$ cat config.mk
export PLATFORM = sky130hd
export DESIGN_NAME = wfd_detector
export DESIGN_NICKNAME = d
export VERILOG_FILES = /design/src/hw/wfd_pkg.sv /design/src/hw/wfd_magic_seq.sv /design/src/hw/wfd_detector.sv
export SDC_FILE = /design/constraint.sdc
export NUM_CORES = 1
export LEC_CHECK = 0
export BUFFER_PORTS_ARGS = -buffer_cell sky130_fd_sc_hd__buf_4
export CAP_MARGIN = 20
export CORE_MARGIN = 2
export CORE_UTILIZATION = 54
export DETAILED_ROUTE_END_ITERATION = 8
export GPL_TIMING_DRIVEN = 0
export HOLD_SLACK_MARGIN = 0.1
export MAX_ROUTING_LAYER = met4
export PLACE_DENSITY = 0.8
export SLEW_MARGIN = 20
export SYNTH_ARGS = -nofsm -noshare
export SYNTH_HDL_FRONTEND = slang
export SYNTH_SLANG_ARGS = --single-unit
export TNS_END_PERCENT = 50
$ cat constraint.sdc
create_clock -name sys_clk -period 3.7 [get_ports sys_clk]
set_input_delay 0.555 -clock sys_clk [delete_from_list [all_inputs] [get_ports sys_clk]]
set_output_delay 0.555 -clock sys_clk [all_outputs]
set_load 0.05 [all_outputs]
$ cat src/hw/wfd_pkg.sv
// Package of the wake frame detector: register map, field positions, reset values and carriers.
// Assumes a single 25 MHz clock shared by the receive byte stream and the register port.
`default_nettype none
package wfd_pkg;
  localparam int unsigned CLK_PERIOD_NS = 40;
  localparam int unsigned PULSE_NS = 320;
  localparam int unsigned PULSE_CYC = (PULSE_NS + CLK_PERIOD_NS - 1) / CLK_PERIOD_NS;
  localparam logic [15:0] ADDR_INT_STATUS_TWO = 16'h0013;
  localparam logic [15:0] ADDR_RX_FILTER_CONFIG = 16'h04A0;
  localparam logic [15:0] ADDR_RX_FILTER_STATUS = 16'h04A1;
  localparam logic [15:0] ADDR_STATION_0 = 16'h04A2;
  localparam logic [15:0] ADDR_PASSWORD_0 = 16'h04A5;
  localparam logic [15:0] ADDR_PATTERN_LEN = 16'h04A8;
  localparam logic [15:0] ADDR_PATTERN_BASE = 16'h04C0;
  localparam int unsigned PATTERN_WORDS = 32;
  localparam int unsigned PATTERN_BYTES = 64;
  localparam int unsigned SYNC_BYTES = 6;
  localparam int unsigned ADDR_COPIES = 16;
  localparam int unsigned ADDR_BYTES = 6;
  localparam logic [7:0] SYNC_VALUE = 8'hFF;
  localparam logic [47:0] BROADCAST = 48'hFFFF_FFFF_FFFF;
  // Configuration bits.
  localparam int unsigned CFG_MAGIC_EN = 0;
  localparam int unsigned CFG_PATTERN_EN = 1;
  localparam int unsigned CFG_PASS_EN = 2;
  localparam int unsigned CFG_BCAST_EN = 3;
  localparam int unsigned CFG_LEVEL_MODE = 4;
  localparam int unsigned CFG_GPIO_SEL = 5;
  localparam logic [15:0] CFG_RESET = 16'h0000;
  // Status bits; only wake and reject exist in both status registers.
  localparam int unsigned ST_WAKE = 0;
  localparam int unsigned ST_REJECT = 1;
  localparam int unsigned ST_MAGIC = 2;
  localparam int unsigned ST_PATTERN = 3;
  localparam int unsigned ST_SPEED = 4;
  localparam int unsigned INT_MASK_POS = 8;
  typedef struct packed {
    logic vld;
    logic [7:0] data;
    logic sof;
    logic eof;
    logic crc_err;
  } wfd_rx_t;
  typedef struct packed {
    logic wr;
    logic rd;
    logic [15:0] addr;
    logic [15:0] wdata;
  } wfd_bus_t;
  function automatic logic [7:0] wfd_byte_of(input logic [47:0] v, input logic [2:0] i);
    logic [5:0] sh;
    sh = 6'(8 * (5 - int'(i)));
    wfd_byte_of = 8'(v >> sh);
  endfunction
endpackage
`default_nettype wire

$ cat src/hw/wfd_magic_seq.sv
// Sequence hunter for the synchronization stream, sixteen address copies and password.
// Assumes one byte per valid strobe on the same clock and a start strobe for each frame.
`default_nettype none
module wfd_magic_seq (
  input wire logic sys_clk,
  input wire logic rst_n,
  input wire logic byte_vld,
  input wire logic [7:0] byte_data,
  input wire logic frame_start,
  input wire logic [47:0] station,
  input wire logic [47:0] password,
  input wire logic pass_en,
  output logic found
);
  typedef enum logic [1:0] {WFD_SYNC, WFD_ADDR, WFD_PASS, WFD_DONE} wfd_seq_t;
  wfd_seq_t state_ff, nxt_state;
  logic [2:0] sync_ff, nxt_sync;
  logic [2:0] pos_ff, nxt_pos;
  logic [3:0] copy_ff, nxt_copy;
  wire logic is_sync = byte_data == wfd_pkg::SYNC_VALUE;
  wire logic addr_hit = byte_data == wfd_pkg::wfd_byte_of(station, pos_ff);
  wire logic pass_hit = byte_data == wfd_pkg::wfd_byte_of(password, pos_ff);
  wire logic last_pos = pos_ff == 3'(wfd_pkg::ADDR_BYTES - 1);
  wire logic last_copy = copy_ff == 4'(wfd_pkg::ADDR_COPIES - 1);
  wire logic sync_full = sync_ff == 3'(wfd_pkg::SYNC_BYTES);
  wire logic [2:0] restart = is_sync ? 3'h1 : 3'h0;
  always_comb begin
    nxt_state = state_ff;
    nxt_sync = sync_ff;
    nxt_pos = pos_ff;
    nxt_copy = copy_ff;
    if (frame_start) begin
      nxt_state = WFD_SYNC;
      nxt_sync = 3'h0;
      nxt_pos = 3'h0;
    end else if (byte_vld) begin
      case (state_ff)
        WFD_SYNC: begin
          if (sync_full && addr_hit) begin
            nxt_state = WFD_ADDR;
            nxt_pos = 3'h1;
            nxt_copy = 4'h0;
          end else if (is_sync) begin
            nxt_sync = sync_full ? sync_ff : sync_ff + 3'h1;
          end else begin
            nxt_sync = 3'h0;
          end
        end
        WFD_ADDR: begin
          if (!addr_hit) begin
            nxt_state = WFD_SYNC;
            nxt_sync = restart;
            nxt_pos = 3'h0;
          end else if (last_pos) begin
            nxt_pos = 3'h0;
            nxt_copy = copy_ff + 4'h1;
            if (last_copy) begin
              nxt_state = pass_en ? WFD_PASS : WFD_DONE;
            end
          end else begin
            nxt_pos = pos_ff + 3'h1;
          end
        end
        WFD_PASS: begin
          if (!pass_hit) begin
            nxt_state = WFD_SYNC;
            nxt_sync = restart;
            nxt_pos = 3'h0;
          end else if (last_pos) begin
            nxt_state = WFD_DONE;
          end else begin
            nxt_pos = pos_ff + 3'h1;
          end
        end
        WFD_DONE: nxt_state = WFD_DONE;
        default: nxt_state = WFD_SYNC;
      endcase
    end
  end
  always_ff @(posedge sys_clk or negedge rst_n) begin
    if (!rst_n) begin
      state_ff <= WFD_SYNC;
      sync_ff <= 3'h0;
      pos_ff <= 3'h0;
      copy_ff <= 4'h0;
    end else begin
      state_ff <= nxt_state;
      sync_ff <= nxt_sync;
      pos_ff <= nxt_pos;
      copy_ff <= nxt_copy;
    end
  end
  assign found = state_ff == WFD_DONE;
  sync_first_a: assert property (@(posedge sys_clk) disable iff (!rst_n)
    (state_ff == WFD_SYNC && nxt_state == WFD_ADDR) |-> sync_ff == 3'h6)
    else $error("Address run entered without six sync bytes.");
  break_restart_a: assert property (@(posedge sys_clk) disable iff (!rst_n)
    (state_ff == WFD_ADDR && byte_vld && !frame_start && !addr_hit)
    |=> state_ff == WFD_SYNC && sync_ff == $past(restart) && pos_ff == 3'h0)
    else $error("Broken address run did not restart the search.");
endmodule
`default_nettype wire

$ cat src/hw/wfd_detector.sv
// Wake frame detector top: register port, frame qualification, custom pattern, events.
// Assumes the receive byte stream and the register port share sys_clk; no synchronizers.
`default_nettype none
module wfd_detector (
  input wire logic sys_clk,
  input wire logic rst_n,
  input wire wfd_pkg::wfd_rx_t rx,
  input wire logic [1:0] rx_speed,
  input wire wfd_pkg::wfd_bus_t bus,
  output logic [15:0] rdata,
  output logic irq,
  output logic [3:0] gpio_event
);
  logic [15:0] cfg_ff;
  logic [15:0] fstat_ff, nxt_fstat;
  logic [1:0] istat_ff, nxt_istat;
  logic [1:0] imask_ff;
  logic [47:0] station_ff;
  logic [47:0] password_ff;
  logic [6:0] pat_len_ff;
  logic [15:0] pattern_mem [wfd_pkg::PATTERN_WORDS];
  logic [15:0] rdata_ff, nxt_rdata;
  logic [15:0] count_ff;
  logic dest_own_ff, dest_bc_ff, pat_ok_ff;
  logic [3:0] pulse_cnt_ff;
  logic level_ff;
  logic magic_found;
  // Register decode.
  wire logic [15:0] a = bus.addr;
  wire logic sel_cfg = a == wfd_pkg::ADDR_RX_FILTER_CONFIG;
  wire logic sel_fstat = a == wfd_pkg::ADDR_RX_FILTER_STATUS;
  wire logic sel_istat = a == wfd_pkg::ADDR_INT_STATUS_TWO;
  wire logic sel_plen = a == wfd_pkg::ADDR_PATTERN_LEN;
  wire logic [15:0] st_off = a - wfd_pkg::ADDR_STATION_0;
  wire logic [15:0] pw_off = a - wfd_pkg::ADDR_PASSWORD_0;
  wire logic [15:0] pm_off = a - wfd_pkg::ADDR_PATTERN_BASE;
  wire logic sel_st = st_off < 16'h0003;
  wire logic sel_pw = pw_off < 16'h0003;
  wire logic sel_pm = pm_off < 16'(wfd_pkg::PATTERN_WORDS);
  wire logic [4:0] pm_idx = pm_off[4:0];
  wire logic wr_cfg = bus.wr && sel_cfg;
  wire logic wr_fstat = bus.wr && sel_fstat;
  wire logic wr_istat = bus.wr && sel_istat;
  // Configuration fields.
  wire logic magic_en = cfg_ff[wfd_pkg::CFG_MAGIC_EN];
  wire logic pat_en = cfg_ff[wfd_pkg::CFG_PATTERN_EN];
  wire logic pass_en = cfg_ff[wfd_pkg::CFG_PASS_EN];
  wire logic bcast_en = cfg_ff[wfd_pkg::CFG_BCAST_EN];
  wire logic level_mode = cfg_ff[wfd_pkg::CFG_LEVEL_MODE];
  wire logic [1:0] gpio_sel = cfg_ff[wfd_pkg::CFG_GPIO_SEL +: 2];
  // Frame tracking on the byte stream; speed plays no part in matching.
  wire logic byte_in = rx.vld;
  wire logic [2:0] dst_idx = count_ff[2:0];
  wire logic in_dest = count_ff < 16'(wfd_pkg::ADDR_BYTES);
  wire logic own_byte = rx.data == wfd_pkg::wfd_byte_of(station_ff, dst_idx);
  wire logic bc_byte = rx.data == wfd_pkg::wfd_byte_of(wfd_pkg::BROADCAST, dst_idx);
  wire logic [5:0] pb_idx = count_ff[5:0];
  wire logic [15:0] pword = pattern_mem[pb_idx[5:1]];
  wire logic [7:0] pbyte = pb_idx[0] ? pword[7:0] : pword[15:8];
  wire logic in_pat = count_ff < 16'(pat_len_ff);
  wire logic dest_ok = dest_own_ff || (bcast_en && dest_bc_ff);
  wire logic magic_hit = magic_en && magic_found && dest_ok;
  wire logic pat_hit = pat_en && pat_ok_ff && pat_len_ff != 7'h00
    && count_ff >= 16'(pat_len_ff);
  wire logic any_hit = rx.eof && (magic_hit || pat_hit);
  wire logic wake_evt = any_hit && !rx.crc_err;
  wire logic reject_evt = any_hit && rx.crc_err;
  wfd_magic_seq u_seq (
    .sys_clk(sys_clk),
    .rst_n(rst_n),
    .byte_vld(byte_in),
    .byte_data(rx.data),
    .frame_start(rx.sof),
    .station(station_ff),
    .password(password_ff),
    .pass_en(pass_en),
    .found(magic_found)
  );
  always_ff @(posedge sys_clk or negedge rst_n) begin
    if (!rst_n) begin
      count_ff <= 16'h0000;
      dest_own_ff <= 1'b1;
      dest_bc_ff <= 1'b1;
      pat_ok_ff <= 1'b1;
    end else if (rx.sof) begin
      count_ff <= 16'h0000;
      dest_own_ff <= 1'b1;
      dest_bc_ff <= 1'b1;
      pat_ok_ff <= 1'b1;
    end else if (byte_in) begin
      count_ff <= (count_ff == 16'hFFFF) ? count_ff : count_ff + 16'h0001;
      dest_own_ff <= dest_own_ff && (!in_dest || own_byte);
      dest_bc_ff <= dest_bc_ff && (!in_dest || bc_byte);
      pat_ok_ff <= pat_ok_ff && (!in_pat || rx.data == pbyte);
    end
  end
  // Status updates: hardware sets win over software clears.
  always_comb begin
    nxt_istat = istat_ff;
    if (wr_istat) begin
      nxt_istat = istat_ff & ~bus.wdata[1:0];
    end
    nxt_istat[wfd_pkg::ST_WAKE] = nxt_istat[wfd_pkg::ST_WAKE] | wake_evt;
    nxt_istat[wfd_pkg::ST_REJECT] = nxt_istat[wfd_pkg::ST_REJECT] | reject_evt;
    nxt_fstat = fstat_ff;
    if (wr_fstat) begin
      nxt_fstat = fstat_ff & ~bus.wdata;
    end
    if (wake_evt) begin
      nxt_fstat[wfd_pkg::ST_WAKE] = 1'b1;
      nxt_fstat[wfd_pkg::ST_MAGIC] = nxt_fstat[wfd_pkg::ST_MAGIC] | magic_hit;
      nxt_fstat[wfd_pkg::ST_PATTERN] = nxt_fstat[wfd_pkg::ST_PATTERN] | pat_hit;
      nxt_fstat[wfd_pkg::ST_SPEED +: 2] = rx_speed;
    end
    if (reject_evt) begin
      nxt_fstat[wfd_pkg::ST_REJECT] = 1'b1;
    end
  end
  always_ff @(posedge sys_clk or negedge rst_n) begin
    if (!rst_n) begin
      istat_ff <= 2'h0;
      fstat_ff <= 16'h0000;
    end else begin
      istat_ff <= nxt_istat;
      fstat_ff <= nxt_fstat;
    end
  end
  // Software writable registers.
  always_ff @(posedge sys_clk or negedge rst_n) begin
    if (!rst_n) begin
      cfg_ff <= wfd_pkg::CFG_RESET;
      imask_ff <= 2'h0;
      station_ff <= 48'h0000_0000_0000;
      password_ff <= 48'h0000_0000_0000;
      pat_len_ff <= 7'h00;
    end else if (bus.wr) begin
      if (sel_cfg) begin
        cfg_ff <= bus.wdata;
      end
      if (sel_istat) begin
        imask_ff <= bus.wdata[wfd_pkg::INT_MASK_POS +: 2];
      end
      if (sel_st) begin
        station_ff[6'(8'd32 - 8'(st_off[1:0]) * 8'd16) +: 16] <= bus.wdata;
      end
      if (sel_pw) begin
        password_ff[6'(8'd32 - 8'(pw_off[1:0]) * 8'd16) +: 16] <= bus.wdata;
      end
      if (sel_plen) begin
        pat_len_ff <= (bus.wdata > 16'(wfd_pkg::PATTERN_BYTES)) ?
          7'(wfd_pkg::PATTERN_BYTES) : bus.wdata[6:0];
      end
    end
  end
  always_ff @(posedge sys_clk) begin
    if (bus.wr && sel_pm) begin
      pattern_mem[pm_idx] <= bus.wdata;
    end
  end
  // Read path; unmapped addresses and pattern memory read as zero.
  always_comb begin
    nxt_rdata = 16'h0000;
    if (sel_cfg) begin
      nxt_rdata = cfg_ff;
    end else if (sel_fstat) begin
      nxt_rdata = fstat_ff;
    end else if (sel_istat) begin
      nxt_rdata = {6'h00, imask_ff, 6'h00, istat_ff};
    end else if (sel_st) begin
      nxt_rdata = station_ff[6'(8'd32 - 8'(st_off[1:0]) * 8'd16) +: 16];
    end else if (sel_pw) begin
      nxt_rdata = password_ff[6'(8'd32 - 8'(pw_off[1:0]) * 8'd16) +: 16];
    end else if (sel_plen) begin
      nxt_rdata = {9'h000, pat_len_ff};
    end
  end
  always_ff @(posedge sys_clk or negedge rst_n) begin
    if (!rst_n) begin
      rdata_ff <= 16'h0000;
    end else begin
      rdata_ff <= bus.rd ? nxt_rdata : 16'h0000;
    end
  end
  assign rdata = rdata_ff;
  // Wake indication on the selected GPIO: fixed pulse or level held until status clear.
  always_ff @(posedge sys_clk or negedge rst_n) begin
    if (!rst_n) begin
      pulse_cnt_ff <= 4'h0;
      level_ff <= 1'b0;
      gpio_event <= 4'h0;
    end else begin
      if (wake_evt && !level_mode) begin
        pulse_cnt_ff <= 4'(wfd_pkg::PULSE_CYC);
      end else if (pulse_cnt_ff != 4'h0) begin
        pulse_cnt_ff <= pulse_cnt_ff - 4'h1;
      end
      level_ff <= level_mode && nxt_fstat[wfd_pkg::ST_WAKE];
      gpio_event <= 4'h0;
      gpio_event[gpio_sel] <= level_ff || (pulse_cnt_ff != 4'h0);
    end
  end
  always_ff @(posedge sys_clk or negedge rst_n) begin
    if (!rst_n) begin
      irq <= 1'b0;
    end else begin
      irq <= |(nxt_istat & nxt_imask());
    end
  end
  function automatic logic [1:0] nxt_imask();
    nxt_imask = wr_istat ? bus.wdata[wfd_pkg::INT_MASK_POS +: 2] : imask_ff;
  endfunction
  // Checks.
  // Shadow of the first six frame bytes, so the destination check does not reuse the flags.
  logic [47:0] seen_dst_ff;
  always_ff @(posedge sys_clk or negedge rst_n) begin
    if (!rst_n) begin
      seen_dst_ff <= 48'h0000_0000_0000;
    end else if (byte_in && in_dest) begin
      seen_dst_ff <= {seen_dst_ff[39:0], rx.data};
    end
  end
  // Length of the current run of a high wake pin in pulse mode.
  logic [3:0] gpio_run_ff;
  always_ff @(posedge sys_clk or negedge rst_n) begin
    if (!rst_n) begin
      gpio_run_ff <= 4'h0;
    end else if (gpio_event == 4'h0 || level_mode) begin
      gpio_run_ff <= 4'h0;
    end else if (gpio_run_ff != 4'hF) begin
      gpio_run_ff <= gpio_run_ff + 4'h1;
    end
  end
  crc_gate_a: assert property (@(posedge sys_clk) disable iff (!rst_n)
    (rx.eof && rx.crc_err) |=> !$rose(istat_ff[wfd_pkg::ST_WAKE]))
    else $error("Wake flag rose on a frame with a bad check sequence.");
  wake_at_end_a: assert property (@(posedge sys_clk) disable iff (!rst_n)
    $rose(fstat_ff[wfd_pkg::ST_WAKE]) |-> $past(rx.eof))
    else $error("Wake status rose away from a frame end.");
  dest_gate_a: assert property (@(posedge sys_clk) disable iff (!rst_n)
    (wake_evt && !pat_hit) |-> (seen_dst_ff == station_ff
    || (bcast_en && seen_dst_ff == wfd_pkg::BROADCAST)))
    else $error("Magic wake from a frame not addressed to this node.");
  flag_set_a: assert property (@(posedge sys_clk) disable iff (!rst_n)
    wake_evt |=> istat_ff[wfd_pkg::ST_WAKE] && fstat_ff[wfd_pkg::ST_WAKE])
    else $error("Wake event did not set both status flags.");
  irq_follow_a: assert property (@(posedge sys_clk) disable iff (!rst_n)
    ((istat_ff & imask_ff) != 2'h0) && !wr_istat |=> irq)
    else $error("Unmasked wake status did not raise the interrupt.");
  pulse_len_a: assert property (@(posedge sys_clk) disable iff (!rst_n)
    (wake_evt && !level_mode && !wr_cfg) |-> ##2 gpio_event[gpio_sel] [*8])
    else $error("Wake pulse shorter than its set width.");
  pulse_end_a: assert property (@(posedge sys_clk) disable iff (!rst_n)
    (wake_evt && !level_mode && !wr_cfg) |-> ##10 gpio_event == 4'h0)
    else $error("Wake pulse did not end after its set width.");
  pulse_run_a: assert property (@(posedge sys_clk) disable iff (!rst_n)
    gpio_run_ff <= 4'(wfd_pkg::PULSE_CYC))
    else $error("Wake pulse longer than its set width.");
  pulse_bound_a: assert property (@(posedge sys_clk) disable iff (!rst_n)
    pulse_cnt_ff <= 4'(wfd_pkg::PULSE_CYC))
    else $error("Pulse counter above its set width.");
  gpio_one_a: assert property (@(posedge sys_clk) disable iff (!rst_n)
    (gpio_event & ~(4'h1 << $past(gpio_sel))) == 4'h0)
    else $error("Wake shown on a pin that is not selected.");
  level_hold_a: assert property (@(posedge sys_clk) disable iff (!rst_n)
    (level_mode && fstat_ff[wfd_pkg::ST_WAKE] && !wr_fstat && !wr_cfg) |-> ##2 gpio_event != 4'h0)
    else $error("Wake level dropped while the wake status was set.");
  pattern_mode_a: assert property (@(posedge sys_clk) disable iff (!rst_n)
    (wake_evt && !magic_hit) |-> pat_en && count_ff >= 16'(pat_len_ff))
    else $error("Pattern wake without pattern mode or full length.");
  plen_clamp_a: assert property (@(posedge sys_clk) disable iff (!rst_n)
    pat_len_ff <= 7'(wfd_pkg::PATTERN_BYTES))
    else $error("Pattern length above the pattern size.");
  plen_read_a: assert property (@(posedge sys_clk) disable iff (!rst_n)
    (bus.rd && sel_plen) |=> rdata == {9'h000, $past(pat_len_ff)})
    else $error("Pattern length read returned a wrong value.");
  pattern_status_a: assert property (@(posedge sys_clk) disable iff (!rst_n)
    (wake_evt && pat_hit) |=> fstat_ff[wfd_pkg::ST_PATTERN])
    else $error("Pattern wake not recorded in the status.");
  magic_status_a: assert property (@(posedge sys_clk) disable iff (!rst_n)
    (wake_evt && magic_hit) |=> fstat_ff[wfd_pkg::ST_MAGIC])
    else $error("Magic wake not recorded in the status.");
  cfg_read_a: assert property (@(posedge sys_clk) disable iff (!rst_n)
    (bus.rd && sel_cfg && !$past(wr_cfg)) |=> rdata == $past(cfg_ff))
    else $error("Configuration read returned a wrong value.");
  cfg_write_a: assert property (@(posedge sys_clk) disable iff (!rst_n)
    wr_cfg |=> cfg_ff == $past(bus.wdata))
    else $error("Configuration write did not land.");
  fstat_read_a: assert property (@(posedge sys_clk) disable iff (!rst_n)
    (bus.rd && sel_fstat) |=> rdata == $past(fstat_ff))
    else $error("Filter status read returned a wrong value.");
  rdata_idle_a: assert property (@(posedge sys_clk) disable iff (!rst_n)
    !$past(bus.rd) |-> rdata == 16'h0000)
    else $error("Read data not zero outside a read answer.");
  fstat_sticky_a: assert property (@(posedge sys_clk) disable iff (!rst_n)
    (fstat_ff[wfd_pkg::ST_WAKE] && !wr_fstat) |=> fstat_ff[wfd_pkg::ST_WAKE])
    else $error("Filter wake status dropped without a clear.");
  istat_sticky_a: assert property (@(posedge sys_clk) disable iff (!rst_n)
    (istat_ff[wfd_pkg::ST_WAKE] && !wr_istat) |=> istat_ff[wfd_pkg::ST_WAKE])
    else $error("Wake flag dropped without a clear.");
  wake_clear_a: assert property (@(posedge sys_clk) disable iff (!rst_n)
    (wr_istat && bus.wdata[wfd_pkg::ST_WAKE] && !wake_evt) |=> !istat_ff[wfd_pkg::ST_WAKE])
    else $error("Wake flag not cleared by a written one.");
  istat_read_a: assert property (@(posedge sys_clk) disable iff (!rst_n)
    (bus.rd && sel_istat) |=> rdata == {6'h00, $past(imask_ff), 6'h00, $past(istat_ff)})
    else $error("Interrupt status read returned a wrong value.");
  mask_write_a: assert property (@(posedge sys_clk) disable iff (!rst_n)
    wr_istat |=> imask_ff == $past(bus.wdata[wfd_pkg::INT_MASK_POS +: 2]))
    else $error("Interrupt mask write did not land.");
  irq_quiet_a: assert property (@(posedge sys_clk) disable iff (!rst_n)
    ((istat_ff & imask_ff) == 2'h0 && !wake_evt && !reject_evt && !wr_istat) |=> !irq)
    else $error("Interrupt raised with no unmasked flag.");
  reject_flag_a: assert property (@(posedge sys_clk) disable iff (!rst_n)
    reject_evt |=> istat_ff[wfd_pkg::ST_REJECT] && fstat_ff[wfd_pkg::ST_REJECT])
    else $error("Rejected frame did not set both reject flags.");
  wake_enable_a: assert property (@(posedge sys_clk) disable iff (!rst_n)
    (rx.eof && !magic_en && !pat_en) |=> !$rose(istat_ff[wfd_pkg::ST_WAKE]))
    else $error("Wake flag rose with both match modes off.");
  frame_reset_a: assert property (@(posedge sys_clk) disable iff (!rst_n)
    rx.sof |=> count_ff == 16'h0000)
    else $error("Frame start did not restart the byte count.");
  speed_log_a: assert property (@(posedge sys_clk) disable iff (!rst_n)
    wake_evt |=> fstat_ff[wfd_pkg::ST_SPEED +: 2] == $past(rx_speed))
    else $error("Wake status did not record the line speed.");
  pass_wake_c: cover property (@(posedge sys_clk) disable iff (!rst_n) wake_evt && pass_en);
  magic_wake_c: cover property (@(posedge sys_clk) disable iff (!rst_n) wake_evt && magic_hit);
  pattern_wake_c: cover property (@(posedge sys_clk) disable iff (!rst_n) wake_evt && pat_hit);
  crc_reject_c: cover property (@(posedge sys_clk) disable iff (!rst_n) reject_evt);
  level_wake_c: cover property (@(posedge sys_clk) disable iff (!rst_n) wake_evt && level_mode);
endmodule
`default_nettype wire

==> impl_results.md <==
* Vias in the first global route at 22,500
* Die Area at 0.0616 mm^2
* Worst EP required at 4.24 ns
* Filler cells at 4,323
* Critical Path AT at 4.36 ns
* Top cells by count, synth: edfxtp_1 (512), o21ai_0 (238), nand2_1 (232)
* First-pass GRT wire length at 150,000 um
* Slew HR at 24.3%
* Synth area leader: edfxtp_1
* Clk buf depth at 3
* Vias at 22,900
* Final wirelength at 103,000 um
* Avg Cell Area, Syn at 13.7 um^2
* Total CTS buffers at 73
* Final HPWL DP at 69,400 um
* Setup TNS Final at -0.116 ns
* Layout cells sized above 1 at 20.0%
* Initial Utilization at 54.6%
* Port buffer count at 60
* Chip height at 248 um
* I/O pin cnt at 71
* CTS Root Buffer Type: clkbuf_16
* GRT Residual Overflow at 0
* Clk sinks at 708
* Post-synth EDFFs at 512
* Maximum VDD drop at 0.000579 V
* RSZ-0062 raised after global routing: yes
* Hold Violations, Final at 0
* Setup ws final at -0.116 ns
* Syn_nets at 2,440
* Post-synthesis cell count at 2,359
* Synth Cell Area at 0.0322 mm^2
* Pin count of the biggest net entering global routing at 87
* Largest cells by area after synthesis: edfxtp_1 (48%), dfrtp_1 (15%), mux4_2 (8.3%), mux2i_1 (3.8%), o21ai_0 (3.7%)
* Netlist cell types at 86
* Hold Path Class: in2reg
* Final Wtd Congestion at 1.01
* Area fraction of the dominant cell type after synthesis at 47.7%
* Ratio of final minimum period to clock period at 103%
* Min Tclk post-route at 3.82 ns
* Clock slew at reported path FFs at 0.06 ns
* Synth Warn # at 0
* Final nets at 2,603
* Slew of the pin with the lowest slew margin at 1.14 ns
* Crit-path max FO at 10
* Drt wl/cell at 30.8 um
* Max cap viols at 0
* Failing checks: negative setup slack
* Total track usage at 35.0%
* Post-synthesis sequential area ratio at 62.9%
* Drt drc at 0
* TritonCTS clock tree: yes
* Worst-Skew Late Latency at 0.65 ns
* PD cells at 469 mW/mm^2
* Clk_skew at 0.0215 ns
* Worst hold slack at 0.178 ns
* Rows at 89
* F_max at 0.262 GHz
* Ys async rst share at 27.7%
* Area Overhead vs Synth at 14.3%
* DR pass1 iterations at 8
* Overall Power at 17.3 mW
* Startpoint Class: flop
* Lkg Pwr at 12.8 nW
* 1st-iter DRT viols at 3,293
* Die W at 248 um
* Vias per cell at 6.82
* Number of synthesized register bits at 708
* Fin. max-slew vios at 0
* Most numerous cell in the Yosys netlist: edfxtp_1
* Crit. End Element: flop
* Post-DRT Antenna Nets at 0
* Critical path class: reg2reg
* CORE AREA at 0.0590 mm^2
* Final setup fails at 1
* H-tree Lvls at 3
* Initial antenna violation count at 4
* Status: finished, violations left
* Top_reg_cell synth: edfxtp_1
worst paths after layout:
path	startpoint	to	slack, ns	cells past startpoint
worst max register to register	count_ff[3]	pat_ok_ff	-0.12	9
worst max-delay path	count_ff[3]	pat_ok_ff	-0.12	9
max in group asynchronous	rst_n	station_ff[0]	2.55	3
worst min-delay path	rx[0]	fstat_ff[1]	0.18	3
min in group asynchronous	rst_n	password_ff[30]	0.37	2
worst min register to register	dest_bc_ff	dest_bc_ff	0.50	2
metal layers:
metal	up-vias	part of all wire (%)	global-route usage (%)
met1	11500	35	43.4
met5	-	0	-
met3	402	10	6.30
met4	0	6.4	19.7
met2	1673	48	54.9
li1	9333	-	-
stage by stage:
step	util [%]	worst slack, ns	cells	cell area (um^2)
floorplan	-	0.0791	2359	32200
global placement	57.0	-2.04	3192	33600
detailed placement	57.8	-1.42	3214	34100
CTS	62.3	0.00184	3350	36800
global route	62.4	-0.0413	3354	36800
finish	62.4	-0.116	3355	36800
area by class of cell:
class | instances | area, um^2 | area share [%]
sequential | 708 | 20300 | 55.1
multi-input combinational | 1434 | 11300 | 30.6
clock buffer | 89 | 1960 | 5.32
tap | 773 | 967 | 2.63
timing repair buffer | 89 | 856 | 2.32
buffer | 156 | 795 | 2.16
clock inverter | 42 | 459 | 1.25
inverter | 60 | 233 | 0.632
antenna | 4 | 10.0 | 0.0272
worst max-delay path, stage by stage, from the launching register on:
cell      delay, ns
dfrtp_1        0.60
buf_2          0.42
buf_2          0.36
buf_4          0.35
clkbuf_2       0.46
a211oi_1       0.19
nor4_1         0.44
a22oi_1        0.29
xnor2_1        0.19
o41ai_1        0.37
repair_timing:
item / in CTS / in global routing
endpoints found under the setup margin: 228 / 35
resized for setup: 74 / 26
buffers inserted: 5 / 1
hold buffers: 1 / 0
hold endpoints to repair: 30 / 0
pin swaps: 3 / 1
layout by cell type, fill, tap and decap left out, types with 12 or more instances in the layout:
master     netlist  routed
edfxtp_1       512     512
nor2_4           0      16
a21boi_0        14      14
buf_6            6      17
nor2_2           0      17
clkbuf_1       100      91
a22oi_1         28      27
nor2_1         106      73
dfrtp_1        193     192
xnor2_1         37      37
nor2b_1         15      15
a21oi_1         71      71
buf_2           29      19
nand3_1         38      38
mux2_2          47      47
a31oi_1         31      31
nand2_1        232     231
ha_1            31      30
nand4_1         16      16
o22ai_1         13      13
clkbuf_2         0      16
buf_8            1      12
o21ai_0        238     238
mux2i_1        121     121
inv_1           56      56
mux4_2         119     119
xor2_1          21      21
nor4_1          16      15
nor3_1          38      35
buf_4            3      83
clkbuf_16        0      75
nand2b_1        13      13
clkinv_2         0      16
flip-flops by register name, summed over array words and instances, names as in the netlist, 2 cells and up:
register        flops
count_ff           16
u_seq.pos_ff        3
gpio_event          4
imask_ff            2
rdata              16
u_seq.state_ff      2
pattern_mem       512
pulse_cnt_ff        4
u_seq.copy_ff       4
fstat_ff           16
pat_len_ff          7
cfg_ff             16
password_ff        48
istat_ff            2
station_ff         48
u_seq.sync_ff       3
where the power goes:
part / leakage, nW / internal [mW] / total, mW / switching (mW)
registers: 7.22 / 8.55 / 8.58 / 0.0263
logic: 4.39 / 0.407 / 1.22 / 0.811
clock network: 1.18 / 4.25 / 7.49 / 3.25
total: 12.8 / 13.2 / 17.3 / 4.08
cells by family after synthesis:
| kind of cell | after synthesis | synth area share (%) |
|---|---|---|
| AO/OA/AOI/OAI | 509 | 9.67 |
| AND/OR/NAND/NOR | 549 | 8.04 |
| XOR/XNOR | 58 | 1.58 |
| buffers and inverters | 217 | 2.85 |
| flip-flops | 708 | 62.9 |
| adder cells (fa/ha/maj) | 31 | 1.20 |
| multiplexers | 287 | 13.7 |
Note: power is estimated with default switching activity, not from simulation.
